### config.mk
export PLATFORM = sky130hd
export DESIGN_NAME = ccu_unit
export DESIGN_NICKNAME = d
export VERILOG_FILES = /design/src/ccu_pkg.sv /design/src/ccu_edge_det.sv /design/src/ccu_prescaler.sv /design/src/ccu_unit.sv
export SDC_FILE = /design/constraint.sdc
export NUM_CORES = 1
export LEC_CHECK = 0
export ABC_AREA = 1
export BUFFER_PORTS_ARGS = -buffer_cell sky130_fd_sc_hd__buf_2
export CORE_MARGIN = 5
export CORE_UTILIZATION = 46
export DETAILED_ROUTE_END_ITERATION = 10
export GPL_ROUTABILITY_DRIVEN = 1
export PLACE_DENSITY = 0.78
export SYNTH_ARGS = -nofsm -noshare
export SYNTH_HDL_FRONTEND = slang
export SYNTH_SLANG_ARGS = --single-unit
### constraint.sdc
create_clock -name sys_clk_in -period 1.9 [get_ports sys_clk_in]
set_input_delay 0.19 -clock sys_clk_in [delete_from_list [all_inputs] [get_ports sys_clk_in]]
set_output_delay 0.19 -clock sys_clk_in [all_outputs]
set_load 0.005 [all_outputs]
### src/ccu_pkg.sv
// Package for the capture/compare unit: register map, field layout, modes and carriers
package ccu_pkg;
    // Register word offsets (byte addresses on the bus)
    localparam logic [3:0] OFF_CONTROL   = 4'h0;
    localparam logic [3:0] OFF_DATA_LOW  = 4'h4;
    localparam logic [3:0] OFF_DATA_HIGH = 4'h8;
    localparam logic [3:0] OFF_STATUS    = 4'hC;
    // Control field layout
    localparam int MODE_LSB = 0;
    localparam int DUTY_LSB = 4;
    localparam logic [7:0] CONTROL_MASK = 8'h3F;
    // Status field layout
    localparam int FLAG_BIT   = 0;
    localparam int IRQEN_BIT  = 1;
    localparam int PINLVL_BIT = 2;
    // Reset values
    localparam logic [7:0] CONTROL_RST = 8'h00;
    localparam logic [7:0] DATA_RST    = 8'h00;
    // Mode codes
    localparam logic [3:0] MODE_OFF      = 4'h0;
    localparam logic [3:0] MODE_TOGGLE   = 4'h2;
    localparam logic [3:0] MODE_CAP_FALL = 4'h4;
    localparam logic [3:0] MODE_CAP_RISE = 4'h5;
    localparam logic [3:0] MODE_CAP_R4   = 4'h6;
    localparam logic [3:0] MODE_CAP_R16  = 4'h7;
    localparam logic [3:0] MODE_SET_HI   = 4'h8;
    localparam logic [3:0] MODE_SET_LO   = 4'h9;
    localparam logic [3:0] MODE_SOFT     = 4'hA;
    localparam logic [3:0] MODE_SPECIAL  = 4'hB;
    // Prescale counts
    localparam logic [3:0] PRESC_4  = 4'h3;
    localparam logic [3:0] PRESC_16 = 4'hF;

    // Unit operating class
    typedef enum logic [3:0] {
        CCU_CLS_OFF = 4'b0001,
        CCU_CLS_CAP = 4'b0010,
        CCU_CLS_CMP = 4'b0100,
        CCU_CLS_PWM = 4'b1000
    } ccu_class_t;

    // Bus request carrier
    typedef struct packed {
        logic       read;
        logic       write;
        logic [3:0] address;
        logic [7:0] writedata;
    } ccu_bus_req_t;

    // Pin carrier
    typedef struct packed {
        logic level;
        logic enable;
    } ccu_pin_t;
endpackage : ccu_pkg

### src/ccu_edge_det.sv
// Pin synchroniser and edge detector
`timescale 1ns/1ps
module ccu_edge_det (
    // Clock and reset
    input  wire logic sys_clk_in,
    input  wire logic reset_n_in,
    // Raw pin level
    input  wire logic pin_in,
    // Edge pulses
    output logic      rise_out,
    output logic      fall_out
);
    // Synchroniser and history state
    typedef struct packed {
        logic meta;   // First stage, read only by the second
        logic sync;   // Second stage
        logic last;   // Previous synchronised level
        logic rise;
        logic fall;
    } ccu_ed_state_t;

    ccu_ed_state_t st_r;
    ccu_ed_state_t st_nxt;

    // Next state: edges come from the second stage only
    always_comb begin
        st_nxt      = st_r;
        st_nxt.meta = pin_in;
        st_nxt.sync = st_r.meta;
        st_nxt.last = st_r.sync;
        st_nxt.rise = st_r.sync & ~st_r.last;
        st_nxt.fall = ~st_r.sync & st_r.last;
    end

    // Register, synchronous reset
    always_ff @(posedge sys_clk_in) begin
        if (!reset_n_in) begin
            st_r <= '0;
        end else begin
            st_r <= st_nxt;
        end
    end

    assign rise_out = st_r.rise;
    assign fall_out = st_r.fall;

    // Rise pulses follow a synchronised low-to-high change
    rise_seen_a: assert property (@(posedge sys_clk_in) disable iff (!reset_n_in)
        rise_out |-> $past(st_r.sync) && !$past(st_r.last)) else $error("bad rise pulse");
endmodule : ccu_edge_det

### src/ccu_prescaler.sv
// Capture edge prescaler counter
`timescale 1ns/1ps
module ccu_prescaler #(
    parameter int WIDTH = 4
) (
    // Clock and reset
    input  wire logic             sys_clk_in,
    input  wire logic             reset_n_in,
    // Control
    input  wire logic             clear_in,   // Unit off or capture left
    input  wire logic             edge_in,    // Qualifying rising edge
    input  wire logic [WIDTH-1:0] limit_in,   // Terminal count
    // Result
    output logic                  hit_out     // Combinational, same cycle as edge
);
    // Count state
    typedef struct packed {
        logic [WIDTH-1:0] count;
    } ccu_ps_state_t;

    ccu_ps_state_t st_r;
    ccu_ps_state_t st_nxt;

    // Count is kept across prescale changes; clear, or an edge at the limit, resets it
    always_comb begin
        st_nxt = st_r;
        if (clear_in) begin
            st_nxt.count = '0;
        end else if (edge_in) begin
            if (st_r.count >= limit_in) begin
                st_nxt.count = '0;
            end else begin
                st_nxt.count = st_r.count + 1'b1;
            end
        end
    end

    always_ff @(posedge sys_clk_in) begin
        if (!reset_n_in) begin
            st_r <= '0;
        end else begin
            st_r <= st_nxt;
        end
    end

    // Early hit possible when limit drops below count
    assign hit_out = edge_in && !clear_in && (st_r.count >= limit_in);

    cleared_zero_a: assert property (@(posedge sys_clk_in) disable iff (!reset_n_in)
        clear_in |=> st_r.count == '0) else $error("prescaler not cleared");
endmodule : ccu_prescaler

### src/ccu_unit.sv
// Capture/compare unit top: Avalon-MM registers, capture, compare and PWM duty latch
//
// Summary of operation
// - Mode field; zero code turns unit off
// - Toggle mode inverts pin, flags on match
// - Capture falling, rising, 4th or 16th rise
// - Mode 1000 pin low, match drives high
// - Mode 1001 pin high, match drives low
// - Mode 1010 only flags, pin follows port
// - Special event flags and clears timer
// - Conversion starts only when converter enabled
// - PWM duty from data low and bits
// - Capture/compare use timer, PWM period timer
// - Capture copies timer into data pair
// - Capture flags; only software clears flag
// - New capture overwrites, no overrun indication
// - Prescaler cleared when off, leaving capture
// - Prescale change keeps count, early capture
// - Port writes on output pin capture
// - Compare every cycle, action plus flag
// - Zero control forces compare latch low
// - Asynchronous timer capture not supported
// - Period match reloads duty, sets pin unless duty zero
//
// The implementer's own choices: register access over Avalon-MM and the register offsets.
`timescale 1ns/1ps
module ccu_unit (
    // Clock and reset
    input  wire logic        sys_clk_in,
    input  wire logic        reset_n_in,
    // Avalon-MM slave
    input  wire logic [3:0]  avs_address_in,
    input  wire logic        avs_read_in,
    input  wire logic        avs_write_in,
    input  wire logic [31:0] avs_writedata_in,
    output logic [31:0]      avs_readdata_out,
    output logic             avs_waitrequest_out,
    // Timers
    input  wire logic [15:0] sixteen_bit_timer_in,
    input  wire logic [7:0]  eight_bit_period_timer_in,
    input  wire logic [7:0]  period_match_value_in,
    // Port and pin
    input  wire logic        port_latch_in,      // Ordinary port output latch
    input  wire logic        port_direction_bit_in, // Low means output
    input  wire logic        pin_level_in,       // Level seen on the shared port pin
    output logic             unit_shared_pin_out,
    output logic             unit_shared_pin_oe_out,
    // Events to the system
    input  wire logic        adc_enabled_in,
    output logic             timer_clear_out,
    output logic             adc_start_out,
    output logic             unit_event_flag_out,
    output logic             unit_event_irq_enable_out,
    output logic             pwm_period_reset_out
);
    // All unit state
    typedef struct packed {
        logic [7:0] control;
        logic [7:0] data_low;
        logic [7:0] data_high;
        logic [1:0] duty_latch;     // Buffered duty low bits
        logic       flag;
        logic       irq_en;
        logic       cmp_latch;      // Compare output latch
        logic       pin;
        logic       pin_oe;
        logic       tclr;
        logic       adc;
        logic       pwm_rst;
        logic       ack;            // Bus answer pending
        logic [31:0] rdata;
    } ccu_state_t;

    ccu_state_t st_r;
    ccu_state_t st_nxt;

    ccu_pkg::ccu_bus_req_t req;
    ccu_pkg::ccu_pin_t     pin_drv;
    logic                  rise;
    logic                  fall;
    logic                  ps_hit;
    logic [3:0]            mode;
    logic [3:0]            new_mode;
    logic                  mode_changed;
    logic                  cap_event;
    logic                  cmp_match;
    logic                  pwm_match;
    logic                  wr_ctl;
    logic                  ps_clear;
    logic [3:0]            ps_limit;
    logic                  do_write;
    logic                  do_read;
    ccu_pkg::ccu_class_t   cls;

    // Bus request bundle
    assign req.read      = avs_read_in;
    assign req.write     = avs_write_in;
    assign req.address   = avs_address_in;
    assign req.writedata = avs_writedata_in[7:0];

    assign mode = st_r.control[ccu_pkg::MODE_LSB +: 4];

    // Class decode of a mode code
    function automatic ccu_pkg::ccu_class_t ccu_classify(input logic [3:0] m);
        ccu_pkg::ccu_class_t c;
        c = ccu_pkg::CCU_CLS_OFF;
        if (m[3:2] == 2'b11) begin
            c = ccu_pkg::CCU_CLS_PWM;
        end else if (m[3:2] == 2'b01) begin
            c = ccu_pkg::CCU_CLS_CAP;
        end else if (m[3] || m == ccu_pkg::MODE_TOGGLE) begin
            c = ccu_pkg::CCU_CLS_CMP;
        end
        return c;
    endfunction : ccu_classify

    assign cls = ccu_classify(mode);

    // Writes take effect at the edge where waitrequest is low
    assign do_write = req.write && st_r.ack;
    // Read data load as waitrequest falls, so they stand at the accepting edge
    assign do_read  = req.read && !st_r.ack;
    assign wr_ctl   = do_write && (req.address == ccu_pkg::OFF_CONTROL);
    assign new_mode = req.writedata[ccu_pkg::MODE_LSB +: 4];
    assign mode_changed = wr_ctl && (new_mode != mode);

    // Prescaler is cleared when the unit leaves capture or is off
    assign ps_clear = (cls != ccu_pkg::CCU_CLS_CAP) ||
                      (wr_ctl && ccu_classify(new_mode) != ccu_pkg::CCU_CLS_CAP);
    assign ps_limit = (mode == ccu_pkg::MODE_CAP_R16) ? ccu_pkg::PRESC_16 : ccu_pkg::PRESC_4;

    // Pin edges come through the synchroniser; port writes reach the pin too
    ccu_edge_det u_edge (
        .sys_clk_in (sys_clk_in),
        .reset_n_in (reset_n_in),
        .pin_in     (pin_level_in),
        .rise_out   (rise),
        .fall_out   (fall)
    );

    ccu_prescaler #(.WIDTH(4)) u_presc (
        .sys_clk_in (sys_clk_in),
        .reset_n_in (reset_n_in),
        .clear_in   (ps_clear),
        .edge_in    (rise && (mode == ccu_pkg::MODE_CAP_R4 || mode == ccu_pkg::MODE_CAP_R16)),
        .limit_in   (ps_limit),
        .hit_out    (ps_hit)
    );

    // Capture event selection
    always_comb begin
        case (mode)
            ccu_pkg::MODE_CAP_FALL: cap_event = fall;
            ccu_pkg::MODE_CAP_RISE: cap_event = rise;
            ccu_pkg::MODE_CAP_R4:   cap_event = ps_hit;
            ccu_pkg::MODE_CAP_R16:  cap_event = ps_hit;
            default:                cap_event = 1'b0;
        endcase
    end

    // Compare against the sixteen-bit timer every cycle
    assign cmp_match = (cls == ccu_pkg::CCU_CLS_CMP) &&
                       ({st_r.data_high, st_r.data_low} == sixteen_bit_timer_in);
    // PWM period match against the period timer
    assign pwm_match = (cls == ccu_pkg::CCU_CLS_PWM) &&
                       (eight_bit_period_timer_in == period_match_value_in);

    // Main next-state process
    always_comb begin
        st_nxt         = st_r;
        st_nxt.tclr    = 1'b0;
        st_nxt.adc     = 1'b0;
        st_nxt.pwm_rst = 1'b0;
        // One wait cycle per access, then answer
        st_nxt.ack     = (req.read || req.write) && !st_r.ack;

        // Read mux; unmapped reads zero
        if (do_read) begin
            case (req.address)
                ccu_pkg::OFF_CONTROL:   st_nxt.rdata = {24'h0000_00, st_r.control};
                ccu_pkg::OFF_DATA_LOW:  st_nxt.rdata = {24'h0000_00, st_r.data_low};
                ccu_pkg::OFF_DATA_HIGH: st_nxt.rdata = {24'h0000_00, st_r.data_high};
                ccu_pkg::OFF_STATUS:    st_nxt.rdata = {29'h0000_0000, st_r.pin,
                                                        st_r.irq_en, st_r.flag};
                default:                st_nxt.rdata = 32'h0000_0000;
            endcase
        end

        // Register writes
        if (do_write) begin
            case (req.address)
                ccu_pkg::OFF_CONTROL: begin
                    st_nxt.control = req.writedata & ccu_pkg::CONTROL_MASK;
                end
                ccu_pkg::OFF_DATA_LOW: begin
                    st_nxt.data_low = req.writedata;
                end
                ccu_pkg::OFF_DATA_HIGH: begin
                    // High byte is read-only while in PWM
                    if (cls != ccu_pkg::CCU_CLS_PWM) begin
                        st_nxt.data_high = req.writedata;
                    end
                end
                ccu_pkg::OFF_STATUS: begin
                    // Software clears the flag by writing zero
                    st_nxt.flag   = req.writedata[ccu_pkg::FLAG_BIT];
                    st_nxt.irq_en = req.writedata[ccu_pkg::IRQEN_BIT];
                end
                default: begin
                    // Unmapped writes ignored
                end
            endcase
        end

        // Mode entry actions and off state
        if (wr_ctl) begin
            if (req.writedata == 8'h00) begin
                st_nxt.cmp_latch = 1'b0;
            end
            if (mode_changed && new_mode == ccu_pkg::MODE_SET_HI) begin
                st_nxt.cmp_latch = 1'b0;
            end
            if (mode_changed && new_mode == ccu_pkg::MODE_SET_LO) begin
                st_nxt.cmp_latch = 1'b1;
            end
        end

        // Capture: copy timer, overwrite silently, flag
        if (cap_event) begin
            st_nxt.data_low  = sixteen_bit_timer_in[7:0];
            st_nxt.data_high = sixteen_bit_timer_in[15:8];
            st_nxt.flag      = 1'b1;
        end

        // Compare actions; flag set wins over a software clear
        if (cmp_match) begin
            st_nxt.flag = 1'b1;
            case (mode)
                ccu_pkg::MODE_TOGGLE:  st_nxt.cmp_latch = ~st_r.cmp_latch;
                ccu_pkg::MODE_SET_HI:  st_nxt.cmp_latch = 1'b1;
                ccu_pkg::MODE_SET_LO:  st_nxt.cmp_latch = 1'b0;
                ccu_pkg::MODE_SOFT:    st_nxt.cmp_latch = st_r.cmp_latch;
                ccu_pkg::MODE_SPECIAL: begin
                    st_nxt.tclr = 1'b1;
                    st_nxt.adc  = adc_enabled_in;
                end
                default: begin
                    // Not a compare code
                end
            endcase
        end

        // PWM period end: reload duty, set pin unless duty zero
        if (pwm_match) begin
            st_nxt.pwm_rst    = 1'b1;
            st_nxt.data_high  = st_r.data_low;
            st_nxt.duty_latch = st_r.control[ccu_pkg::DUTY_LSB +: 2];
            st_nxt.cmp_latch  = ({st_r.data_low, st_r.control[ccu_pkg::DUTY_LSB +: 2]}
                                 != 10'h000);
        end

        // Off state clears the compare latch and the duty latch
        if (cls == ccu_pkg::CCU_CLS_OFF && !wr_ctl) begin
            st_nxt.cmp_latch  = 1'b0;
            st_nxt.duty_latch = 2'b00;
        end

        // Pin driver selection
        pin_drv.enable = ~port_direction_bit_in;
        case (cls)
            ccu_pkg::CCU_CLS_CMP: begin
                if (mode == ccu_pkg::MODE_SOFT || mode == ccu_pkg::MODE_SPECIAL) begin
                    pin_drv.level = port_latch_in;
                end else begin
                    pin_drv.level = st_nxt.cmp_latch;
                end
            end
            ccu_pkg::CCU_CLS_PWM: pin_drv.level = st_nxt.cmp_latch;
            default:              pin_drv.level = port_latch_in;
        endcase
        st_nxt.pin    = pin_drv.level;
        st_nxt.pin_oe = pin_drv.enable;
    end

    // State register
    always_ff @(posedge sys_clk_in) begin
        if (!reset_n_in) begin
            st_r         <= '0;
            st_r.control <= ccu_pkg::CONTROL_RST;
            st_r.data_low  <= ccu_pkg::DATA_RST;
            st_r.data_high <= ccu_pkg::DATA_RST;
        end else begin
            st_r <= st_nxt;
        end
    end

    // Outputs straight from flip-flops
    assign avs_readdata_out         = st_r.rdata;
    assign avs_waitrequest_out      = ~st_r.ack;
    assign unit_shared_pin_out      = st_r.pin;
    assign unit_shared_pin_oe_out   = st_r.pin_oe;
    assign timer_clear_out          = st_r.tclr;
    assign adc_start_out            = st_r.adc;
    assign unit_event_flag_out      = st_r.flag;
    assign unit_event_irq_enable_out = st_r.irq_en;
    assign pwm_period_reset_out     = st_r.pwm_rst;

    // Capture copies the timer of the event cycle
    capture_copy_a: assert property (@(posedge sys_clk_in) disable iff (!reset_n_in)
        cap_event |=> {st_r.data_high, st_r.data_low} == $past(sixteen_bit_timer_in))
        else $error("capture value wrong");
    // Capture raises the flag
    capture_flag_a: assert property (@(posedge sys_clk_in) disable iff (!reset_n_in)
        cap_event |=> st_r.flag) else $error("capture flag missing");
    // Flag never falls without a status write
    flag_sticky_a: assert property (@(posedge sys_clk_in) disable iff (!reset_n_in)
        $fell(st_r.flag) |-> $past(do_write && req.address == ccu_pkg::OFF_STATUS))
        else $error("flag cleared by hardware");
    // Toggle mode inverts the latch
    toggle_match_a: assert property (@(posedge sys_clk_in) disable iff (!reset_n_in)
        cmp_match && mode == ccu_pkg::MODE_TOGGLE && !wr_ctl |=>
        st_r.cmp_latch != $past(st_r.cmp_latch)) else $error("toggle failed");
    // Set-high match drives the latch high
    set_high_a: assert property (@(posedge sys_clk_in) disable iff (!reset_n_in)
        cmp_match && mode == ccu_pkg::MODE_SET_HI && !wr_ctl |=> st_r.cmp_latch)
        else $error("set high failed");
    // Set-low match drives the latch low
    set_low_a: assert property (@(posedge sys_clk_in) disable iff (!reset_n_in)
        cmp_match && mode == ccu_pkg::MODE_SET_LO && !wr_ctl |=> !st_r.cmp_latch)
        else $error("set low failed");
    // Special event clears the timer and gates the converter
    special_event_a: assert property (@(posedge sys_clk_in) disable iff (!reset_n_in)
        cmp_match && mode == ccu_pkg::MODE_SPECIAL |=>
        timer_clear_out && (adc_start_out == $past(adc_enabled_in)))
        else $error("special event wrong");
    // No conversion without an enabled converter
    adc_gate_a: assert property (@(posedge sys_clk_in) disable iff (!reset_n_in)
        adc_start_out |-> $past(adc_enabled_in)) else $error("adc start ungated");
    // Zero control write forces the latch low
    zero_ctl_a: assert property (@(posedge sys_clk_in) disable iff (!reset_n_in)
        wr_ctl && req.writedata == 8'h00 |=> !st_r.cmp_latch)
        else $error("latch not forced low");
    // PWM period end loads the duty
    pwm_reload_a: assert property (@(posedge sys_clk_in) disable iff (!reset_n_in)
        pwm_match && !do_write |=> st_r.data_high == $past(st_r.data_low) && pwm_period_reset_out)
        else $error("duty not reloaded");
endmodule : ccu_unit

# Yosys cells after proc, flatten, opt, wreduce, memory -nomap -nowiden
# Index checks and enable logic that the tools add are counted.
[word_totals]
inputBits = 76
register_bits = 74
[classes]
order_cmp = 1
add_sub_neg = 1
eq_ne = 28
bitwise = 8
n_mux = 32
n_reduce_logical = 43
[ops]
columns = ["cell", "n"]
rows = [
  ["== test 4 bit (second input constant)", 9],
  ["two-way mux 16 bit", 2],
  ["case mux 8 bit (4 select lines)", 1],
  ["== test 4 x 3 -> 1 bit (second input constant)", 6],
  ["two-way mux 8 bit", 3],
  ["== test 16 bit", 1],
  ["two-way mux 4 bit", 4],
  ["nonzero test 3 bit", 5],
  ["logical AND 1 bit", 14],
  ["two-way mux 3 bit", 4],
  ["two-way mux 1 bit", 11],
  ["two-way mux 10 bit", 1],
  ["AND reduction 2 bit", 5],
  ["nonzero test 10 bit", 1],
  ["== test 4 x 2 -> 1 bit (second input constant)", 2],
  ["== test 8 bit", 1],
  ["zero test 8 bit", 1],
  ["inequality test 4 x 2 -> 1 bit (second input constant)", 2],
  ["logical OR 1 bit", 6],
  ["two-way mux 2 bit", 3],
  ["NOT 1 bit", 6],
  ["AND reduction 3 bit", 2],
  ["OR reduction 2 bit", 3],
  ["adder 4 x 1 -> 4 bit (second input constant)", 1],
  ["other kinds (13)", 19],
]

# Depth between registers and ports, before layout
# Gate-level depths: netlist of run 1.
[logic_depth]
ltp_word = 14
depth_mapped = 14
mapped_depth_nobuf = 14

# Cells and area by module
# A second synthesis of run 1 with hierarchy kept.
[hier_totals]
hier_cells = 522
area_unflattened_um2 = 3260.6
[by_module_without_submodules]
columns = ["mod", "area_each_um2", "seq_area_each_um2", "instances", "cells_each"]
rows = [
  ["ccu_unit", 2831.5, 780.7, 1, 468],
  ["ccu_prescaler", 292.8, 80.1, 1, 40],
  ["ccu_edge_det", 136.4, 100.1, 1, 14],
]

# Least setup slack after synthesis of run 1
# OpenSTA, ideal clock, no wires.
[synth_timing]
path_kind = "reg2reg"
start = "register st_r, in the netlist mode[2]"
end = "register st_r[46] (netlist name)"
path_stages_with_launch = 14
setup_time_ps = 118
period_less_slack_ps = 2009
arrival_ps = 1891
slack_ps = -109
path_cell_list = "dfxtp_1 -> inv_2 -> nor2_4 -> nand2_1 -> ha_1 -> a21oi_1 -> a21oi_4 -> nand2_2 -> nand3_4 -> inv_2 -> buf_6 -> nor2_1 -> a211oi_2 -> nor2_1"
[synth_via]
elab_chain_cells = 13
elab_cells_between_ends = 31
cone_classes = "order compare (1); eq/ne (10); mux (7); reduce/logical (13)"
[synth_lines]
columns = ["item", "line_no", "rtl"]
rows = [
  ["start, declared", "ccu_unit.sv:74", "ccu_state_t st_r;"],
  ["start signal, assigned", "ccu_unit.sv:293", "st_r <= st_nxt;"],
  ["== test 4 x 2 -> 1 bit", "ccu_unit.sv:111", "end else if (m[3] || m == ccu_pkg::MODE_TOGGLE) begin"],
  ["logical OR 1 bit", "ccu_unit.sv:111", ""],
  ["two-way mux 3 bit", "ccu_unit.sv:111", ""],
  ["two-way mux 3 bit", "ccu_unit.sv:109", "end else if (m[3:2] == 2'b01) begin"],
  ["two-way mux 4 bit", "ccu_unit.sv:107", "if (m[3:2] == 2'b11) begin"],
  ["inequality test 4 x 2 -> 1 bit", "ccu_unit.sv:128", "assign ps_clear = (cls != ccu_pkg::CCU_CLS_CAP) ||"],
  ["logical OR 1 bit", "ccu_unit.sv:128", ""],
  ["zero test 1 bit", "ccu_prescaler.sv:47", "assign hit_out = edge_in && !clear_in && (st_r.count >= limit_in);"],
  ["logical AND 1 bit (2 in series)", "ccu_prescaler.sv:47", ""],
  ["case mux 1 bit (3 select lines)", "ccu_unit.sv:152", "case (mode)"],
  ["nonzero test 3 bit (no source line) or two-way mux 16 bit (tied branches)", "--", ""],
  ["AND reduction 3 bit (no source line) or two-way mux 10 bit (tied branches)", "--", ""],
]
# Several ways; a longest one is shown, not always the timed one.
# A chain may end at the register's enable or synchronous reset.

# Worst setup path in the final report of run 1
[layout_timing]
start = "register st_r, in the netlist mode[2]"
end = "register st_r[50] (netlist name)"
# Same word-level chain as after synthesis.

==> metrics.txt, run 1 <==
final core occ 58.70%; failing checks negative setup slack; Tmin final 1.955 ns; Leak 1.878 nW; Final setup viols 12; Worst VDD drop 0.2683 mV; CTS buffer count 5; max-cap check violation count 0; syn avg cell area 6.430 um^2; Iter 0 DRT Violations 328; Worst Hold Class input pin to register; die area 0.008824 mm^2; Slew Limit Fails 0; Die H 93.94 um; post-synthesis sequential area ratio 29.65%; grt ovf 0; via count 3544; final total power 2.061 mW; I/O pin cnt 116; Clk pwr share 36.7%; combinational share of power 13.6%; area of the mapped netlist 0.003241 mm^2; share of the synthesized area in the top cell type 29.65%; GP Congestion 0.9345; Crit. End Element register; post-route clock period utilization 102.9%; DRT antenna net count 0; Longest Clk Path Bufs 2; CP Data Required Time 2.15 ns; FILL cells 650; worst path arrival time 2.21 ns; Yosys reg bits 48; pre-CTS WS -0.1202 ns; fmax 511.5 MHz; power per cell area 513.9 mW/mm^2; NetSw 0.5483 mW; crit start category register; Port Buffers 67; number of detailed-route iterations in the first pass 6; CTS tree built; PnR worst setup slack -0.05522 ns; most common library cells after synthesis nand2_1, inv_1, dfxtp_1; Total Wirelength 9571 um; Clock Skew 0.01091 ns; top cells by area, synth dfxtp_1, nand2_1, inv_1, buf_4, a21oi_1; Post-synth EDFFs 0; number of global-route vias before repair 3245; Worst-Skew Late Latency 0.31 ns; first-pass GRT wire length 15350 um; core footprint 0.006832 mm^2; largest net degree at the start of global routing 20; setup_tns -0.3011 ns; count leader, synth nand2_1; Synth cell types 41; internal cell power 1.513 mW; synth warn 0; antenna violations before repair 0; RSZ-0062 raised after global routing true; Switching Share 26.60%; H-tree Lvls 2; Via density 5.151; Post-synth ARST share 0%; CTS root buf clkbuf_8; Gate Count Post-Synth 504; clock sink total 48; Starting Density 47.44%; area delta synth->final 23.75%; # DRC 0; # rows 30; sequential power share 49.7%; status finished, violations left; DP HPWL 7283 um; final hold vios 0; Top FF cell, synth dfxtp_1; WL per Instance 13.91 um; NumNets Final 670; Worst Setup Path Type register to register; CP max FO 5; Clock Pin Slew Worst Setup and Hold Paths 0.09 ns; dominant cell type by area after synthesis dfxtp_1; GR Util All Layers 21.82%; Ant. Diodes 0; DIE WIDTH 93.94 um; fraction of layout cells with a size suffix above 1 26.69%
final timing paths:
path	from	endpoint	slack (ns)	cells after the start
max	mode[2]	st_r[50]	-0.06	14
min reg2reg	u_edge.st_nxt[2]	u_edge.fall_out	0.41	1
min	port_direction_bit_in	unit_shared_pin_oe_out	0.02	2
max reg2reg	mode[2]	st_r[50]	-0.06	14
per-stage QoR:
stage	hold slack (ns)	area, um^2	instances
floorplan	0.2624	3374	527
global placement	0.3503	3739	676
detailed placement	0.3533	3739	676
CTS	0.02624	3914	687
global route	0.02875	4010	688
finish	0.01922	4010	688
cells in the final DEF (no fill, tap or decap), types with 6 or more instances in the layout:
cell     instances
a21oi_1         22
nand4_1          7
buf_2           67
inv_1           65
dfxtp_1         45
nor2_1          42
a21oi_2          9
nor3_1           6
o21ai_1          9
conb_1          24
nand3_1         25
o22ai_1         12
a31oi_1          8
o21ai_0         19
nand2_1        126
buf_4           24
nand2_2          6
logic make-up after synthesis:
group / share of synthesized area (%)
AO/OA/AOI/OAI: 16.06
buffers and inverters: 17.41
flip-flops: 29.65
other: 0.1157
XOR/XNOR: 2.432
adder cells (fa/ha/maj): 1.158
AND/OR/NAND/NOR: 33.17
sequential cells by signal, indices dropped and copies added, names as in the netlist:
signal                     count
u_edge.st_nxt                  2
u_edge.st_r                    1
pwm_period_reset_out           1
st_r                          20
unit_shared_pin_oe_out         1
adc_start_out                  1
unit_event_irq_enable_out      1
u_edge.fall_out                1
unit_event_flag_out            1
u_presc.st_r                   4
timer_clear_out                1
mode                           4
unit_shared_pin_out            1
avs_readdata_out               8
u_edge.rise_out                1
worst max-delay path, cell delays in order, from the launching register on:
cell,delay [ns]
dfxtp_2,0.36
inv_4,0.04
nor2_4,0.11
nand2_4,0.09
ha_4,0.30
nand3_4,0.08
a21oi_4,0.16
nand2_2,0.07
nand3_4,0.14
buf_12,0.14
buf_6,0.10
nand2_2,0.04
o21ai_2,0.05
nand2_1,0.07
a21oi_2,0.14
what timing repair did:
item | 4_1_cts | 5_1_grt
gates cloned | 1 | 0
pin swaps | 5 | 8
gates resized for setup | 10 | 28
setup buffers | 2 | 1
endpoints found under the setup margin | 16 | 17
hold buffers | 0 | 0
layer usage:
metal  GRT usage [%]  vias to the layer above  wire length (um)
li1                -                     1749                 -
met1           28.30                     1596              4106
met2           36.19                      174              4281
met3           4.567                       25               926
met4           6.619                        0               257
met5               0                        -                 0
area by class of cell:
cell class / count / area [um^2] / share of cell area (%)
timing repair buffer: 96 / 580.6 / 14.48
clock buffer: 6 / 72.57 / 1.810
inverter: 74 / 295.3 / 7.363
tap: 96 / 120.1 / 2.995
clock inverter: 2 / 35.03 / 0.8736
sequential: 48 / 964.7 / 24.06
multi-input combinational: 366 / 1942 / 48.42
power by group through the flow:
stage	Sequential [mW]	Clock [mW]	Combinational, mW
CTS	1.02	0.765	0.268
global placement	1.05	0	0.261
global route	1.03	0.809	0.314
finish	1.02	0.757	0.280
detailed placement	1.05	0	0.265
floorplan	1.05	0	0.178
Power figures use the tool's default switching activity.
==> run 2: changes to the inputs <==
SETUP_SLACK_MARGIN = 0.1   (was not set)
==> run 2 against run 1 <==
  * The run still ends with negative setup slack left
  * Worst setup slack better by 0.019 ns
  * Routed wire length is 0.49% lower
  * Total power is 1.8% higher
  * Combinational power hardly changed
  * Non-clock buffer count is 1 higher
  * Sequential power hardly changed
  * Clock power is 5.2% higher
  * Via count is 0.34% lower
  * First-iteration DRC count is 11% lower
  * Maximum frequency is 1.0% higher
  * Largest power group unchanged
  * Highest routed layer unchanged
==> metrics.txt, run 2 (synthesis gave the netlist of run 1 again) <==
status finished, violations left (unchanged); failing checks negative setup slack (unchanged); Final setup viols 11 (was 12); power per cell area 519.7 mW/mm^2 (was 513.9 mW/mm^2); max-cap check violation count 0 (unchanged); Starting Density 47.44% (unchanged); DRT antenna net count 0 (unchanged); Worst Setup Path Type register to register (unchanged); max reg flops 20 (unchanged); via count 3532 (was 3544); RSZ-0062 raised after global routing true (unchanged); area delta synth->final 24.56% (was 23.75%); Slew Limit Fails 0 (unchanged); Crit. End Element register (unchanged); antenna violations before repair 0 (unchanged); worst path arrival time 2.13 ns (was 2.21 ns); internal cell power 1.552 mW (was 1.513 mW); fraction of layout cells with a size suffix above 1 28.67% (was 26.69%); PnR worst setup slack -0.03578 ns (was -0.05522 ns); DP HPWL 7405 um (was 7283 um); Via density 5.126 (was 5.151); Worst Hold Depth 2 (unchanged); CP Data Required Time 2.09 ns (was 2.15 ns); Longest Clk Path Bufs 2 (unchanged); hold path startpoint port_direction_bit_in (unchanged); number of global-route vias before repair 3405 (was 3245); largest net degree at the start of global routing 20 (unchanged); H-tree Lvls 2 (unchanged); met3 routed WL 916 um (was 926 um); DIE WIDTH 93.94 um (unchanged); Port Buffers 67 (unchanged); Clock Pin Slew Worst Setup and Hold Paths 0.10 ns (was 0.09 ns); Worst-Skew Late Latency 0.31 ns (about the same); GR Util All Layers 21.92% (was 21.82%); CP max FO 5 (unchanged); FF-to-FF setup slack -0.04 ns (was -0.06 ns); Die H 93.94 um (unchanged); die area 0.008824 mm^2 (unchanged); grt ovf 0 (unchanged); Hold-fix buffers, CTS 0 (unchanged); fmax 516.6 MHz (was 511.5 MHz); met1 wire length 4181 um (was 4106 um); CTS root buf clkbuf_8 (unchanged); crit start category register (unchanged); capture point of the worst reg-to-reg path st_r[43] (was st_r[50]); Reg2Reg Depth 12 (was 14); Total Wirelength 9524 um (was 9571 um); Max Used Layer met4 (unchanged); FILL cells 673 (was 650); Worst VDD drop 0.3352 mV (was 0.2683 mV); Iter 0 DRT Violations 293 (was 328); final core occ 59.08% (was 58.70%); Clk pwr share 37.9% (was 36.7%); I/O pin cnt 116 (unchanged); Switching Share 26.03% (was 26.60%); Tmin final 1.936 ns (was 1.955 ns); Placed Area 0.003755 mm^2 (was 0.003739 mm^2); CTS tree built (unchanged); Clock Skew 0.01362 ns (was 0.01091 ns); largest register by flop count st_r (unchanged); worst r2r src mode[2] (unchanged); NumNets Final 671 (was 670); hold path endpoint unit_shared_pin_oe_out (unchanged); CTS buffer count 5 (unchanged); number of detailed-route iterations in the first pass 6 (unchanged); most common cell after layout, fill and taps aside nand2_1 (unchanged); met2 WL 4289 um (was 4281 um); sequential power share 48.8% (was 49.7%); Leak 1.893 nW (was 1.878 nW); most frequent cells in the layout nand2_1, buf_2, inv_1 (unchanged); GP Congestion 0.9512 (was 0.9345); core footprint 0.006832 mm^2 (unchanged); # rows 30 (unchanged); final hold vios 0 (unchanged); Final Instance Area 0.004036 mm^2 (was 0.004010 mm^2); NetSw 0.5461 mW (was 0.5483 mW); hold_ws 0.02025 ns (was 0.01922 ns); WL per Instance 13.82 um (was 13.91 um); # DRC 0 (unchanged); first-pass GRT wire length 15600 um (was 15350 um); final total power 2.098 mW (was 2.061 mW); Worst Hold Class input pin to register (unchanged); clock sink total 48 (unchanged); pre-CTS WS -0.1020 ns (was -0.1202 ns); post-route clock period utilization 101.9% (was 102.9%); combinational share of power 13.3% (was 13.6%); Ant. Diodes 0 (unchanged)
run 2: cell types whose count changed in the layout (fill, tap and decap cells not counted), sizes merged:
cell	change
buf	+1
run 2: area by class of cell:
cell class | instances | area (um^2) | area share (%)
Clock buffer | 6 | 82.58 | 2.046
Clock inverter | 2 | 38.79 | 0.9609
Inverter | 74 | 290.3 | 7.192
Multi-Input combinational cell | 366 | 1954 | 48.42
Sequential cell | 48 | 969.7 | 24.02
Tap cell | 96 | 120.1 | 2.976
Timing Repair Buffer | 97 | 580.6 | 14.38
run 2: layer usage:
layer,vias to the layer above,global-route usage [%]
li1,1746,-
met1,1574,28.89
met2,193,35.78
met3,19,4.808
met4,0,6.378
met5,-,0
run 2: worst max path at each step:
stage / from / to / slack, ns / cells past startpoint
floorplan: mode[2] / st_r[48] / 0.02 / 13
global placement: mode[2] / st_r[48] / -0.06 / 13
detailed placement: mode[2] / st_r[52] / -0.10 / 12
CTS: mode[2] / st_r[52] / -0.02 / 13
global route: mode[2] / st_r[52] / -0.14 / 13
finish: mode[2] / st_r[43] / -0.04 / 12
run 2: metrics by stage:
step,setup TNS [ns],std cells
finish,-0.1872,689
global route,-1.901,689
CTS,-0.09500,687
detailed placement,-1.009,675
global placement,-0.4388,675
floorplan,0,527
run 2: power by group through the flow:
stage | Sequential, mW | Combinational, mW | Clock, mW
3_3_place_gp | 1.05 | 0.261 | 0
2_1_floorplan | 1.05 | 0.179 | 0
5_1_grt | 1.03 | 0.314 | 0.854
4_1_cts | 1.02 | 0.269 | 0.804
3_5_place_dp | 1.05 | 0.267 | 0
6_report | 1.02 | 0.278 | 0.796
run 2: critical path, cell delays in order (launching register included):
cell,delay (ns)
dfxtp_2,0.36
inv_4,0.04
nor2_4,0.11
nand2_4,0.08
ha_4,0.24
a21oi_4,0.14
a21oi_4,0.07
nand2_2,0.08
nand3_4,0.14
nor2_4,0.21
nand2_4,0.12
o21ai_0,0.18
a21oi_1,0.06
run 2: what timing repair did:
item,CTS,global route
endpoints found under the setup margin,16,19
gates cloned,1,0
resized for setup,10,26
buffers inserted,3,2
pin swaps,10,12
==> run 3: changes to the inputs <==
PLACE_DENSITY = not set   (was 0.78)
PLACE_DENSITY_LB_ADDON = 0.08   (was not set)
SETUP_SLACK_MARGIN = 0.4   (was 0.1)
==> run 3 against run 2 <==
  * The flow still finishes with violations (negative setup slack)
  * Routed wire length up 1.3%
  * Total power down 0.62%
  * Hold slack about the same
  * Non-clock buffer count up 8
  * Critical endpoint is now st_r[48]
==> metrics.txt, run 3 (synthesis gave the netlist of run 1 again) <==
WL per Instance 13.84 um (was 13.82 um); max reg flops 20 (unchanged); post-route clock period utilization 101.2% (was 101.9%); CTS root buf clkbuf_8 (unchanged); H-tree Lvls 2 (unchanged); GR Util All Layers 21.63% (was 21.92%); Reg2Reg Depth 13 (was 12); clock sink total 48 (unchanged); worst r2r src mode[2] (unchanged); Port Buffers 67 (unchanged); capture point of the worst reg-to-reg path st_r[48] (was st_r[43]); grt ovf 0 (unchanged); Tmin final 1.923 ns (was 1.936 ns); DP HPWL 7434 um (was 7405 um); Ant. Diodes 0 (unchanged); RSZ-0062 raised after global routing true (unchanged); # rows 30 (unchanged); DIE WIDTH 93.94 um (unchanged); Longest Clk Path Bufs 2 (unchanged); FF-to-FF setup slack -0.02 ns (was -0.04 ns); hold path startpoint port_direction_bit_in (unchanged); Via density 5.082 (was 5.126); GP Congestion 0.9288 (was 0.9512); Final setup viols 8 (was 11); Worst-Skew Late Latency 0.31 ns (about the same); power per cell area 507.0 mW/mm^2 (was 519.7 mW/mm^2); Placed Area 0.003766 mm^2 (was 0.003755 mm^2); Starting Density 47.44% (unchanged); area delta synth->final 26.87% (was 24.56%); setup_tns -0.1080 ns (was -0.1872 ns); CP Data Required Time 2.15 ns (was 2.09 ns); core footprint 0.006832 mm^2 (unchanged); Worst Hold Class input pin to register (unchanged); worst path arrival time 2.18 ns (was 2.13 ns); Die H 93.94 um (unchanged); crit start category register (unchanged); Slew Limit Fails 0 (unchanged); antenna violations before repair 0 (unchanged); failing checks negative setup slack (unchanged); number of global-route vias before repair 3223 (was 3405); first-pass GRT wire length 15170 um (was 15600 um); Clock Skew 0.008887 ns (was 0.01362 ns); PnR worst setup slack -0.02329 ns (was -0.03578 ns); CTS buffer count 5 (unchanged); number of detailed-route iterations in the first pass 5 (was 6); Final Instance Area 0.004111 mm^2 (was 0.004036 mm^2); fmax 519.9 MHz (was 516.6 MHz); final hold vios 0 (unchanged); max-cap check violation count 0 (unchanged); # DRC 0 (unchanged); hold path endpoint unit_shared_pin_oe_out (unchanged); most common cell after layout, fill and taps aside nand2_1 (unchanged); final total power 2.085 mW (was 2.098 mW); NumNets Final 679 (was 671); FILL cells 712 (was 673); most frequent cells in the layout nand2_1, buf_2, inv_1 (unchanged); DRT antenna net count 0 (unchanged); status finished, violations left (unchanged); hold_ws 0.02021 ns (was 0.02025 ns); fraction of layout cells with a size suffix above 1 29.95% (was 28.67%); I/O pin cnt 116 (unchanged); Worst Hold Depth 2 (unchanged); largest register by flop count st_r (unchanged); Iter 0 DRT Violations 218 (was 293); CP max FO 7 (was 5); Crit. End Element register (unchanged); Leak 1.937 nW (was 1.893 nW); fin cells 697 (was 689); die area 0.008824 mm^2 (unchanged); largest net degree at the start of global routing 20 (unchanged); Placed Cells 676 (was 675); via count 3542 (was 3532); Worst VDD drop 0.3794 mV (was 0.3352 mV); Total Wirelength 9647 um (was 9524 um); Worst Setup Path Type register to register (unchanged); CTS tree built (unchanged); Clock Pin Slew Worst Setup and Hold Paths 0.10 ns (about the same)
[run 3: cell types whose count changed in the layout (fill, tap and decap cells not counted), moves of 2 or more]
cell	change
buf_6	+2
a21oi_1	-2
clkinvlp_4	+2
a21oi_2	+2
nand2_1	+4
buf_4	+6
dfxtp_1	-2
nand2_2	-5
inv_2	-2
nor2_2	+2
[run 3: area by class of cell]
type / count / area, um^2 / area share [%]
repair buffers: 105 / 643.1 / 15.64
inverters: 74 / 296.5 / 7.212
clock buffers: 5 / 68.82 / 1.674
well taps: 96 / 120.1 / 2.921
flip-flops and latches: 48 / 974.7 / 23.71
clock inverters: 3 / 46.29 / 1.126
multi-input cells: 366 / 1962 / 47.72
[run 3: routing by layer]
layer	GRT usage [%]	wire length, um	vias to the layer above	part of all wire [%]
li1	-	-	1768	-
met1	28.75	4201	1595	44
met2	35.19	4446	163	46
met3	3.926	800	16	8.3
met4	7.220	199	0	2.1
met5	0	0	-	0
[run 3: repair_timing]
action                     in CTS  in global routing
hold buffers                    0                  0
cloned                          1                  0
gates resized for setup        20                 23
setup buffers                   5                  7
pin swaps                       5                  5
setup endpoints to repair      24                 25
[run 3: how the worst max path moves through the flow]
| stage | start | end | slack [ns] | cells after the start |
|---|---|---|---|---|
| 5_1_grt | mode[2] | st_r[47] | -0.12 | 12 |
| 6_report | mode[2] | st_r[48] | -0.02 | 13 |
| 3_5_place_dp | mode[2] | st_r[48] | -0.05 | 13 |
| 2_1_floorplan | mode[2] | st_r[48] | 0.02 | 13 |
| 3_3_place_gp | mode[2] | st_r[48] | -0.02 | 13 |
| 4_1_cts | mode[2] | st_r[46] | -0.04 | 12 |
[run 3: critical path, stage by stage, from the launching register on]
cell     delay (ns)
dfxtp_2        0.36
inv_4          0.04
nor2_4         0.11
nand2_4        0.08
ha_4           0.24
a21oi_4        0.14
a21oi_4        0.07
nand2_2        0.08
nand3_4        0.15
nor2_4         0.20
nand2_4        0.12
inv_8          0.12
nand2_4        0.05
a21oi_2        0.12
[run 3: where the power goes]
group / internal [mW] / switching [mW] / total [mW]
logic: 0.108 / 0.175 / 0.283
clock network: 0.397 / 0.381 / 0.778
registers: 1.02 / 0.00823 / 1.02
[run 3: metrics by stage]
| step | utilization, % | setup WS (ns) |
|---|---|---|
| final | 60.18 | -0.02329 |
| after global routing | 60.18 | -0.1230 |
| after CTS | 58.41 | -0.03524 |
| after detailed placement | 55.13 | -0.04808 |
| after global placement | 55.13 | -0.01618 |
| after floorplan | - | 0.01863 |
